==> src/hdl/isa_regs.vh <==
// Constants for the extended instruction decoder: offsets, fields, resets, opcodes
`ifndef ISA_REGS_VH
`define ISA_REGS_VH

// APB register byte offsets
`define OFS_CTRL        8'h00
`define OFS_WORK        8'h04
`define OFS_BANK        8'h08
`define OFS_STATUS      8'h0c
`define OFS_PTR0        8'h10
`define OFS_PTR1        8'h14
`define OFS_PTR2        8'h18
`define OFS_LATCH       8'h1c
`define OFS_PC          8'h20
`define OFS_STKPTR      8'h24

// Field positions
`define CTRL_EXT_BIT    0
`define STAT_Z_BIT      0
`define STAT_N_BIT      1
`define LATCH_U_LSB     8

// Reset values
`define RST_CTRL        1'h0
`define RST_WORK        8'h00
`define RST_BANK        4'h0
`define RST_PTR         12'h000
`define RST_PC          21'h000000
`define RST_LATCH_H     8'h00
`define RST_LATCH_U     5'h00

// Opcode patterns
`define OP_XOR_HI       6'h06
`define OP_PTR_ADJ_HI   7'h74
`define OP_PUSH_HI      8'hea
`define OP_MOVS_HI      8'heb
`define OP_CALL_W       16'h0014
`define OP_SECOND_HI    4'hf
`define SEL_RETURN      2'h3
`define IDX_LIMIT       8'h5f
`define ACC_HIGH_BANK   4'hf

// Instruction phases and timing
`define PH_Q1           2'h0
`define PH_Q2           2'h1
`define PH_Q3           2'h2
`define PH_Q4           2'h3
`define PC_STEP         21'h000002
`define STACK_DEPTH     5'h1f

`endif

==> src/hdl/extended_isa_decoder_end.v <==
// No logic here: the decoder and its return stack live in their own files

==> src/hdl/ret_stack_mem.v <==
// Return stack storage with registered read data
module ret_stack_mem (
   // Clock
   input  wire        core_clk,
   // Write port
   input  wire        wr_en,
   input  wire [4:0]  wr_addr,
   input  wire [20:0] wr_data,
   // Read port
   input  wire [4:0]  rd_addr,
   output reg  [20:0] rd_data_q
);

   reg [20:0] mem_q [0:31];

   // Write and registered read
   always @(posedge core_clk) begin
      if (wr_en) begin
         mem_q[wr_addr] <= wr_data;
      end
      rd_data_q <= mem_q[rd_addr];
   end

endmodule // ret_stack_mem

==> src/hdl/extended_isa_decoder.v <==
// Decode and execute logic for the exclusive-OR and extended instruction group
`include "isa_regs.vh"

module extended_isa_decoder (
   // Clock and reset
   input  wire        core_clk,
   input  wire        arst_n,
   // APB slave
   input  wire        psel,
   input  wire        penable,
   input  wire        pwrite,
   input  wire [7:0]  paddr,
   input  wire [31:0] pwdata,
   output reg  [31:0] prdata_q,
   output reg         pready_q,
   output reg         pslverr_q,
   // Instruction fetch
   input  wire        instr_valid,
   input  wire [15:0] instr_word,
   output reg         instr_ack_q,
   output reg  [20:0] pc_q,
   output reg         pc_load_q,
   // Data memory
   output reg  [11:0] dmem_addr_q,
   output reg         dmem_re_q,
   output reg         dmem_we_q,
   output reg  [7:0]  dmem_wdata_q,
   input  wire [7:0]  dmem_rdata
);

   ////////////////////////////////////////////////////////////////////////////
   // Reset release
   reg        rst_meta_q;
   reg        rst_n_q;

   // Two-stage release of the asynchronous reset
   always @(posedge core_clk or negedge arst_n) begin
      if (!arst_n) begin
         rst_meta_q <= 1'b0;
         rst_n_q    <= 1'b0;
      end else begin
         rst_meta_q <= 1'b1;
         rst_n_q    <= rst_meta_q;
      end
   end

   ////////////////////////////////////////////////////////////////////////////
   // Decoding helpers
   function [11:0] file_addr;
      input        acc;
      input [7:0]  f;
      input [3:0]  bank;
      input        ext;
      input [11:0] base;
      begin
         if (acc) begin
            file_addr = {bank, f};
         end else if (ext && (f <= `IDX_LIMIT)) begin
            file_addr = base + {4'h0, f};
         end else if (f <= `IDX_LIMIT) begin
            file_addr = {4'h0, f};
         end else begin
            file_addr = {`ACC_HIGH_BANK, f};
         end
      end
   endfunction

   function [11:0] idx_addr;
      input [11:0] base;
      input [6:0]  off;
      begin
         idx_addr = base + {5'h00, off};
      end
   endfunction

   ////////////////////////////////////////////////////////////////////////////
   // Architectural state
   reg        ext_en_q;
   reg [7:0]  work_q;
   reg [3:0]  bank_q;
   reg        neg_q;
   reg        zero_q;
   reg [7:0]  latch_h_q;
   reg [4:0]  latch_u_q;
   reg [4:0]  sp_q;
   wire [11:0] ptr_q [0:2];
   wire [20:0] tos_data;

   // Sequencer state
   reg [1:0]  phase_q;
   reg        cyc2_q;
   reg [15:0] op_q;
   reg [15:0] op2_q;
   reg [7:0]  data_q;

   ////////////////////////////////////////////////////////////////////////////
   // Instruction decode
   wire is_xor   = (op_q[15:10] == `OP_XOR_HI);
   wire is_adj   = ext_en_q && (op_q[15:9] == `OP_PTR_ADJ_HI);
   wire is_ret   = is_adj && (op_q[7:6] == `SEL_RETURN);
   wire is_push  = ext_en_q && (op_q[15:8] == `OP_PUSH_HI);
   wire is_call_via_working_register = ext_en_q && (op_q == `OP_CALL_W);
   wire is_movs  = ext_en_q && (op_q[15:8] == `OP_MOVS_HI);
   wire two_cyc  = is_ret || is_call_via_working_register || is_movs;
   wire [1:0]  adj_sel = is_ret ? 2'h2 : op_q[7:6];
   wire [11:0] adj_lit = {6'h00, op_q[5:0]};
   wire [11:0] xor_addr = file_addr(op_q[8], op_q[7:0], bank_q, ext_en_q, ptr_q[2]);
   wire [11:0] movs_dst = (op_q[7] == 1'b0) ? op2_q[11:0]
                        : idx_addr(ptr_q[2], op2_q[6:0]);
   wire [7:0]  xor_res  = work_q ^ dmem_rdata;
   wire        apb_wr   = psel && penable && pready_q && pwrite;
   wire        q4_first = (phase_q == `PH_Q4) && !cyc2_q;

   ////////////////////////////////////////////////////////////////////////////
   // Pointer update selection
   reg        ptr_we [0:2];
   reg [11:0] ptr_wdata [0:2];
   integer    i;

   // Core updates the pointers in Q4; an APB write wins the same cycle
   always @* begin
      for (i = 0; i < 3; i = i + 1) begin
         ptr_we[i]    = 1'b0;
         ptr_wdata[i] = ptr_q[i];
      end
      if (q4_first && is_adj) begin
         ptr_we[adj_sel]    = 1'b1;
         ptr_wdata[adj_sel] = op_q[8] ? (ptr_q[adj_sel] - adj_lit)
                                      : (ptr_q[adj_sel] + adj_lit);
      end else if (q4_first && is_push) begin
         ptr_we[2]    = 1'b1;
         ptr_wdata[2] = ptr_q[2] - 12'h001;
      end
      if (apb_wr && (paddr == `OFS_PTR0)) begin
         ptr_we[0]    = 1'b1;
         ptr_wdata[0] = pwdata[11:0];
      end
      if (apb_wr && (paddr == `OFS_PTR1)) begin
         ptr_we[1]    = 1'b1;
         ptr_wdata[1] = pwdata[11:0];
      end
      if (apb_wr && (paddr == `OFS_PTR2)) begin
         ptr_we[2]    = 1'b1;
         ptr_wdata[2] = pwdata[11:0];
      end
   end

   // Three indirect pointer registers
   genvar g;
   generate
      for (g = 0; g < 3; g = g + 1) begin : g_ptr
         reg [11:0] val_q;
         always @(posedge core_clk or negedge rst_n_q) begin
            if (!rst_n_q) begin
               val_q <= `RST_PTR;
            end else if (ptr_we[g]) begin
               val_q <= ptr_wdata[g];
            end
         end
         assign ptr_q[g] = val_q;
      end
   endgenerate

   ////////////////////////////////////////////////////////////////////////////
   // Return stack
   wire       push_en = q4_first && is_call_via_working_register && (sp_q != `STACK_DEPTH);
   wire       pop_en  = q4_first && is_ret && (sp_q != 5'h00);

   ret_stack_mem u_stack (
      .core_clk  (core_clk),
      .wr_en     (push_en),
      .wr_addr   (sp_q),
      .wr_data   (pc_q),
      .rd_addr   (sp_q - 5'h01),
      .rd_data_q (tos_data)
   );

   ////////////////////////////////////////////////////////////////////////////
   // Four-phase instruction sequencer
   always @(posedge core_clk or negedge rst_n_q) begin
      if (!rst_n_q) begin
         phase_q      <= `PH_Q1;
         cyc2_q       <= 1'b0;
         op_q         <= 16'h0000;
         op2_q        <= 16'h0000;
         data_q       <= 8'h00;
         pc_q         <= `RST_PC;
         pc_load_q    <= 1'b0;
         instr_ack_q  <= 1'b0;
         sp_q         <= 5'h00;
         dmem_addr_q  <= 12'h000;
         dmem_re_q    <= 1'b0;
         dmem_we_q    <= 1'b0;
         dmem_wdata_q <= 8'h00;
      end else begin
         instr_ack_q <= 1'b0;
         pc_load_q   <= 1'b0;
         dmem_re_q   <= 1'b0;
         dmem_we_q   <= 1'b0;
         case (phase_q)
            `PH_Q1: begin
               if (!cyc2_q) begin
                  // Take the next instruction word
                  if (instr_valid) begin
                     op_q        <= instr_word;
                     pc_q        <= pc_q + `PC_STEP;
                     instr_ack_q <= 1'b1;
                     phase_q     <= `PH_Q2;
                  end
               end else if (is_movs) begin
                  // Second word of a move carries the destination
                  if (instr_valid) begin
                     op2_q       <= instr_word;
                     pc_q        <= pc_q + `PC_STEP;
                     instr_ack_q <= 1'b1;
                     phase_q     <= `PH_Q2;
                  end
               end else begin
                  phase_q <= `PH_Q2;
               end
            end
            `PH_Q2: begin
               // Issue the operand read
               if (!cyc2_q && is_xor) begin
                  dmem_addr_q <= xor_addr;
                  dmem_re_q   <= 1'b1;
               end else if (!cyc2_q && is_movs) begin
                  dmem_addr_q <= idx_addr(ptr_q[2], op_q[6:0]);
                  dmem_re_q   <= 1'b1;
               end
               phase_q <= `PH_Q3;
            end
            `PH_Q3: begin
               phase_q <= `PH_Q4;
            end
            `PH_Q4: begin
               phase_q <= `PH_Q1;
               cyc2_q  <= !cyc2_q && two_cyc;
               if (!cyc2_q) begin
                  if (is_xor && op_q[9]) begin
                     dmem_addr_q  <= xor_addr;
                     dmem_wdata_q <= xor_res;
                     dmem_we_q    <= 1'b1;
                  end
                  if (is_movs) begin
                     data_q <= dmem_rdata;
                  end
                  if (is_push) begin
                     dmem_addr_q  <= ptr_q[2];
                     dmem_wdata_q <= op_q[7:0];
                     dmem_we_q    <= 1'b1;
                  end
                  if (is_ret) begin
                     pc_q      <= tos_data;
                     pc_load_q <= 1'b1;
                     if (pop_en) begin
                        sp_q <= sp_q - 5'h01;
                     end
                  end
                  if (is_call_via_working_register) begin
                     pc_q      <= {latch_u_q, latch_h_q, work_q};
                     pc_load_q <= 1'b1;
                     if (push_en) begin
                        sp_q <= sp_q + 5'h01;
                     end
                  end
               end else if (is_movs) begin
                  dmem_addr_q  <= movs_dst;
                  dmem_wdata_q <= data_q;
                  dmem_we_q    <= 1'b1;
               end
            end
            default: begin
               phase_q <= `PH_Q1;
            end
         endcase
      end
   end

   ////////////////////////////////////////////////////////////////////////////
   // Working register, bank, flags and control
   always @(posedge core_clk or negedge rst_n_q) begin
      if (!rst_n_q) begin
         ext_en_q  <= `RST_CTRL;
         work_q    <= `RST_WORK;
         bank_q    <= `RST_BANK;
         neg_q     <= 1'b0;
         zero_q    <= 1'b0;
         latch_h_q <= `RST_LATCH_H;
         latch_u_q <= `RST_LATCH_U;
      end else begin
         if (q4_first && is_xor) begin
            if (!op_q[9]) begin
               work_q <= xor_res;
            end
            neg_q  <= xor_res[7];
            zero_q <= (xor_res == 8'h00);
         end
         if (apb_wr) begin
            case (paddr)
               `OFS_CTRL:   ext_en_q <= pwdata[`CTRL_EXT_BIT];
               `OFS_WORK:   work_q   <= pwdata[7:0];
               `OFS_BANK:   bank_q   <= pwdata[3:0];
               `OFS_STATUS: begin
                  neg_q  <= pwdata[`STAT_N_BIT];
                  zero_q <= pwdata[`STAT_Z_BIT];
               end
               `OFS_LATCH: begin
                  latch_h_q <= pwdata[7:0];
                  latch_u_q <= pwdata[`LATCH_U_LSB+4:`LATCH_U_LSB];
               end
               default: begin
                  latch_h_q <= latch_h_q;
               end
            endcase
         end
      end
   end

   ////////////////////////////////////////////////////////////////////////////
   // APB read mux and response
   reg [31:0] rd_mux;
   reg        rd_err;

   // Register read selection
   always @* begin
      rd_mux = 32'h00000000;
      rd_err = 1'b0;
      case (paddr)
         `OFS_CTRL:   rd_mux = {31'h00000000, ext_en_q};
         `OFS_WORK:   rd_mux = {24'h000000, work_q};
         `OFS_BANK:   rd_mux = {28'h0000000, bank_q};
         `OFS_STATUS: rd_mux = {30'h00000000, neg_q, zero_q};
         `OFS_PTR0:   rd_mux = {20'h00000, ptr_q[0]};
         `OFS_PTR1:   rd_mux = {20'h00000, ptr_q[1]};
         `OFS_PTR2:   rd_mux = {20'h00000, ptr_q[2]};
         `OFS_LATCH:  rd_mux = {19'h00000, latch_u_q, latch_h_q};
         `OFS_PC:     rd_mux = {11'h000, pc_q};
         `OFS_STKPTR: rd_mux = {27'h0000000, sp_q};
         default:     rd_err = 1'b1;
      endcase
   end

   // One wait-free access phase: answer raised in the cycle after setup
   always @(posedge core_clk or negedge rst_n_q) begin
      if (!rst_n_q) begin
         prdata_q  <= 32'h00000000;
         pready_q  <= 1'b0;
         pslverr_q <= 1'b0;
      end else begin
         pready_q  <= psel && !penable && !pready_q;
         pslverr_q <= psel && !penable && !pready_q && rd_err;
         if (psel && !penable) begin
            prdata_q <= pwrite ? 32'h00000000 : rd_mux;
         end
      end
   end

endmodule // extended_isa_decoder

==> config.mk <==
export PLATFORM = sky130hd
export DESIGN_NAME = extended_isa_decoder
export DESIGN_NICKNAME = d
export VERILOG_FILES = /design/src/hdl/extended_isa_decoder_end.v /design/src/hdl/ret_stack_mem.v /design/src/hdl/extended_isa_decoder.v
export VERILOG_INCLUDE_DIRS = /design/src /design/src/hdl
export SDC_FILE = /design/constraint.sdc
export NUM_CORES = 1
export LEC_CHECK = 0
export ABC_AREA = 1
export BUFFER_PORTS_ARGS = -buffer_cell sky130_fd_sc_hd__buf_2
export CORE_ASPECT_RATIO = 0.75
export CORE_UTILIZATION = 61
export CTS_BUF_LIST = sky130_fd_sc_hd__clkbuf_16
export DETAILED_ROUTE_END_ITERATION = 16
export PLACE_DENSITY = 0.79
export SLEW_MARGIN = 30
export SYNTH_ARGS = -nofsm -noshare
export SYNTH_HDL_FRONTEND = slang
export SYNTH_SLANG_ARGS = --single-unit
export TNS_END_PERCENT = 30
==> constraint.sdc <==
create_clock -name core_clk -period 12.98 [get_ports core_clk]
set_clock_uncertainty 0.1 [all_clocks]
set_input_delay 2.596 -clock core_clk [delete_from_list [all_inputs] [get_ports core_clk]]
set_output_delay 2.596 -clock core_clk [all_outputs]
set_load 0.01 [all_outputs]
Yosys cells after proc, flatten, opt, wreduce, memory -nomap -nowiden
Memories as Yosys holds them, arrays and structs flattened. A register that Yosys moved wholly into a read port is not among the register bits.
Cells that the tools add are included.

storage, ports and cells
  register bits = 189
  RAM bits = 672
  bits of input ports = 70
  memories = 1
  word-level logic and storage cells = 210

memory list
  name           depth  width  rd ports  clocked after memory_dff  write ports  line                text
  u_stack.mem_q  32     21     1         1                         1            ret_stack_mem.v:14  reg [20:0] mem_q [0:31];

cells by class
  eq/ne operators = 26
  reductions and logical operators = 57
  order comparisons = 3
  mux-type cells = 83
  bitwise operators = 3
  $add $sub $neg = 9

operators with widths
  operator                                                                 number
  12-bit two-way mux                                                       19
  21-bit one-hot mux with 10 select lines                                  1
  21-bit two-way mux                                                       6
  8-bit two-way mux                                                        8
  21-bit one-hot mux with 2 select lines                                   1
  36-bit bitwise mux                                                       1
  8-bit by 5-bit equality test with 1-bit output (second input constant)   4
  32-bit two-way mux                                                       1
  1-bit two-way mux                                                        31
  1-bit logical AND                                                        28
  12-bit by 7-bit adder with 12-bit output                                 2
  12-bit binary-select mux with 2-bit select                               1
  12-bit demux with 2-bit select                                           1
  24-bit two-way mux                                                       1
  12-bit one-hot mux with 2 select lines                                   1
  21-bit by 2-bit adder with 21-bit output (second input constant)         1
  5-bit two-way mux                                                        4
  16-bit by 5-bit equality test with 1-bit output (second input constant)  1
  8-bit by 4-bit equality test with 1-bit output (second input constant)   2
  8-bit by 6-bit equality test with 1-bit output (second input constant)   2
  8-bit equality test (second input constant)                              2
  8-bit logical NOT                                                        2
  2-bit AND reduction                                                      7
  12-bit by 6-bit adder with 12-bit output                                 1
  other kinds (33)                                                         53

Logic depth before layout (Yosys ltp)
  depth after elaboration = 13
  mapped depth = 21
  gate-level depth less buffers = 20

Cells and area by module
From an unflattened synthesis, not the netlist that was laid out.

unflattened totals
  cells, all modules = 4066
  area, all modules = 39844.5 sq um

modules (own cells, without submodules)
  module                seq. area each (sq um)  area each (sq um)  cells each  instances
  ret_stack_mem         20599.8                 27567.7            2338        1
  extended_isa_decoder  4454.3                  12276.8            1728        1

Worst setup path before layout
No wires, ideal clock.

  kind = input to register
  start point = input paddr[7]
  end point = register g_ptr[1].val_q[7]
  cell stages on the path = 10
  path buffers = 1
  data arrival time = 3.846 ns
  path slack = 8.911 ns
  cell sequence = nor2_1 > nand3_1 > inv_1 > nand2_1 > nor2_2 > inv_2 > nand2_1 > buf_2 > o22ai_1 > o21bai_1

on the way
  word-level cells in the longest chain between the ends = 4

ends and longest elaborated chain
  item                                                                      line                        text
  from (decl)                                                               extended_isa_decoder.v:12   input wire [7:0] paddr,
  8-bit by 5-bit equality test with 1-bit output (*)                        n/a
  1-bit logical AND (*)                                                     extended_isa_decoder.v:138  if (apb_wr && (paddr == `OFS_PTR1)) begin
  2-bit nonzero test (no line) / 1-bit two-way mux (equally long branches)  n/a
  2-bit AND reduction (no line)                                             n/a
  to (signal assigned)                                                      extended_isa_decoder.v:155  val_q <= `RST_PTR;
  to (signal assigned)                                                      extended_isa_decoder.v:157  val_q <= ptr_wdata[g];
  to (decl)                                                                 extended_isa_decoder.v:152  reg [11:0] val_q;

Every way passes the cells marked *; elsewhere a longest branch is shown, timed or not.
A chain may end at the register's enable or synchronous reset.

Worst setup path in the final report
  start point = input paddr[1]
  end point = register g_ptr[2].val_q[5]

on the way
  word-level cells in the longest chain between the ends = 4

ends and longest elaborated chain
  item                                                                      line                        text
  8-bit by 5-bit equality test with 1-bit output (*)                        n/a
  1-bit logical AND (*)                                                     extended_isa_decoder.v:142  if (apb_wr && (paddr == `OFS_PTR2)) begin
  3-bit nonzero test (no line) / 1-bit two-way mux (equally long branches)  n/a
  2-bit AND reduction (no line)                                             n/a
  to (signal assigned)                                                      extended_isa_decoder.v:155
  to (signal assigned)                                                      extended_isa_decoder.v:157
  to (decl)                                                                 extended_isa_decoder.v:152

Marks and branches as above.

==> flow_metrics.py <==
metrics = {
    "pwr": {
        "power_density_nw_per_um2": 176,
        "total_power_uw": 7580,
        "ir_drop_mv": 0.153,
        "power.leakage_uw": 0.0162,
    },
    "synthesis": {
        "syn_area_um2": 38800,
        "synthArstFlopShare": 0.204,
        "synthDistinctLibCells": 68,
        "synth_top_flop_cell": "edfxtp_1",
        "avgSynthCellArea_um2": 10.9,
        "yosysWarnings": 0,
        "synth_edf_count": 672,
        "ys_ff_latch": 871,
        "synthCells": 3570,
        "ys_seq_area_frac": 0.645,
    },
    "global_route": {
        "grt.overflow.total": 0,
        "antenna_found_initial": 3,
        "grtUsageTotal": 0.351,
        "first_global_vias": 26800,
        "grt_start_max_net_pins": 132,
        "grt_pass1_wl_um": 167000,
    },
    "timing": {
        "max-slew-margin-rel": 0.359,
        "post-route-period-util": 0.399,
        "worst_pin_slew_ns": 0.962,
        "slew_viol_final": 0,
        "fmax_ghz": 0.193,
        "tns_ns": 0,
        "rsz0062_at_grt": "no",
        "hold_viol_final": 0,
        "setup_viol": 0,
        "min_period_ns": 5.18,
    },
    "clock_tree": {
        "path_clk_slew_ns": 0.06,
        "ctsRootBufferMaster": "clkbuf_16",
        "cts.sinks": 871,
        "clock_latency_ns": 0.65,
        "numCtsBuffers": 81,
        "cts_tree": "done",
        "htreeDepth": 3,
        "ctsHoldBuffers": 0,
        "cts_resized": 0,
        "clock_path_buffers": 3,
        "post_cts_buffers": 0,
    },
    "setup_path": {
        "worstPathRequired_ns": 13.38,
        "crit_end": "g_ptr[2].val_q[5]$_DFFE_PN0P_",
        "ff2ff_setup_slack_ns": 7.97,
        "rr_worst_depth": 10,
        "path_class": "input port to flip-flop",
        "cp-startpoint": "paddr[1]",
        "crit_fanout": 15,
        "start_kind": "input port",
        "cp.arrival_ns": 5.57,
        "cp-end-kind": "flip-flop",
        "reg2reg_to": "u_stack.rd_data_q[7]$_DFF_P_",
        "rr_startpoint": "sp_q[0]$_DFFE_PN0P_",
    },
    "die": {
        "die_height_um": 220,
        "io_pins": 149,
        "rows": 79,
        "die_w_um": 293,
        "core_area_um2": 62500,
        "dieArea_um2": 64700,
        "initial_core_util": 0.621,
    },
    "route": {
        "routed_wl_um": 114000,
        "drc": 0,
        "antenna_left": 0,
        "wl_per_cell_um": 25.0,
        "dr.pass1.iters": 7,
        "vias": 29400,
        "avgViaCountPerCell": 6.44,
        "drt_first_iter_violations": 5091,
    },
    "cells_and_area": {
        "final_cells": 4568,
        "drive_gt1_frac": 0.127,
        "fin_nets": 3763,
        "syn2layout_area_growth_pct": 10.7,
    },
    "flow_run": {
        "drv_cap": 0,
    },
    "run_status": {
        "status": "completed",
    },
    "worst_hold_path": {
        "hold_path_class": "flip-flop to async pin",
    },
    "placement": {
        "io_buffers": 118,
        "dp_hpwl_um": 69900,
        "dp_cells": 4418,
        "gp_congestion": 1.02,
    },
}
## worst max-delay path: stages
cell	delay, ns
buf_2	0.10
nor2_2	0.27
nand2_1	0.16
nor2_2	0.30
nand2_1	0.38
nor2_1	0.82
inv_2	0.30
nand3_4	0.27
inv_2	0.14
a21oi_1	0.14
a22oi_1	0.08
## cell usage in the layout, fill, tap and decap left out, types with 38 or more instances in the layout
master,count
inv_1,198
ha_1,38
o21ai_1,55
o211ai_1,45
nand3_1,147
buf_2,118
nand2_1,408
buf_4,73
nor2_2,39
nor2_1,494
dfrtp_1,176
clkbuf_16,82
o22ai_1,87
o21ai_0,531
edfxtp_1,672
a21oi_1,86
o221ai_1,132
## through the flow
stage	hold WS, ns	worst slack [ns]	instance area [µm²]	util
2_1_floorplan	0.231	7.55	38900	-
3_3_place_gp	0.193	7.39	40300	0.646
3_5_place_dp	0.199	7.39	40300	0.646
4_1_cts	0.204	8.05	42900	0.687
5_1_grt	0.234	7.62	43000	0.688
6_report	0.189	7.80	43000	0.688
## layout make-up
class	count	area, µm²
timing repair buffer	195	1180
multi-input combinational	2294	12200
clock inverter	67	556
antenna	1	2.50
tap	850	1060
inverter	208	800
fill	4561	19500
sequential	871	25100
clock buffer	82	2050
## Yosys cell counts, drive strengths merged, types with 29 or more instances
master	n	share of area
edfxtp	672	0.52
dfrtp	178	0.11
o21ai	598	0.078
buf	64	0.0096
o211ai	45	0.0087
mux2	31	0.0090
clkbuf	143	0.014
a21oi	87	0.012
o22ai	87	0.014
o221ai	132	0.030
xor2	29	0.0067
nand2	428	0.043
nand3	152	0.020
inv	204	0.020
ha	39	0.013
nor2	535	0.053
## sequential cells by signal, summed over array words and instances, names as in the netlist, 12 cells and up
register / cells
g_ptr.val_q: 36
dmem_addr_q: 12
prdata_q: 21
u_stack.rd_data_q: 21
op_q: 16
pc_q: 21
u_stack.mem_q: 672
op2_q: 12
## power by group
part	internal (µW)	leakage [µW]	switching, µW
logic	494	0.00626	1330
registers	3300	0.00861	115
clock network	1280	0.00135	1070
## metal layers
metal | part of all wire | up-vias | track usage
met2 | 0.41 | 2054 | 0.485
met5 | 0.00011 | - | 0
met4 | 0.030 | 2 | 0.106
li1 | - | 13000 | -
met3 | 0.14 | 246 | 0.0922
met1 | 0.41 | 14200 | 0.544
## worst min-delay path by stage
| stage | startpoint | endpoint | slack, ns | cells after the start |
|---|---|---|---|---|
| global route | rst_n_q$_DFF_PN0_ | prdata_q[8]$_DFFE_PN0P_ | 0.23 | 0 |
| CTS | rst_n_q$_DFF_PN0_ | latch_h_q[7]$_DFFE_PN0P_ | 0.20 | 0 |
| global placement | rst_n_q$_DFF_PN0_ | prdata_q[8]$_DFFE_PN0P_ | 0.19 | 0 |
| floorplan | rst_meta_q$_DFF_PN0_ | rst_n_q$_DFF_PN0_ | 0.23 | 0 |
| detailed placement | rst_n_q$_DFF_PN0_ | pslverr_q$_DFF_PN0_ | 0.20 | 0 |
| finish | rst_n_q$_DFF_PN0_ | prdata_q[8]$_DFFE_PN0P_ | 0.19 | 0 |
## logic make-up after synthesis
group / after synthesis / synth area share
AOI/OAI and AO/OA: 990 / 0.150
and+or+nand+nor: 1175 / 0.127
muxes: 32 / 0.00925
other: 2 / 0.000193
DFF: 871 / 0.645
adders and majority gates: 42 / 0.0141
xor gates and xnor gates: 43 / 0.00989
buffers and inverters: 415 / 0.0437
No activity file was read; power rests on OpenSTA's default activity.
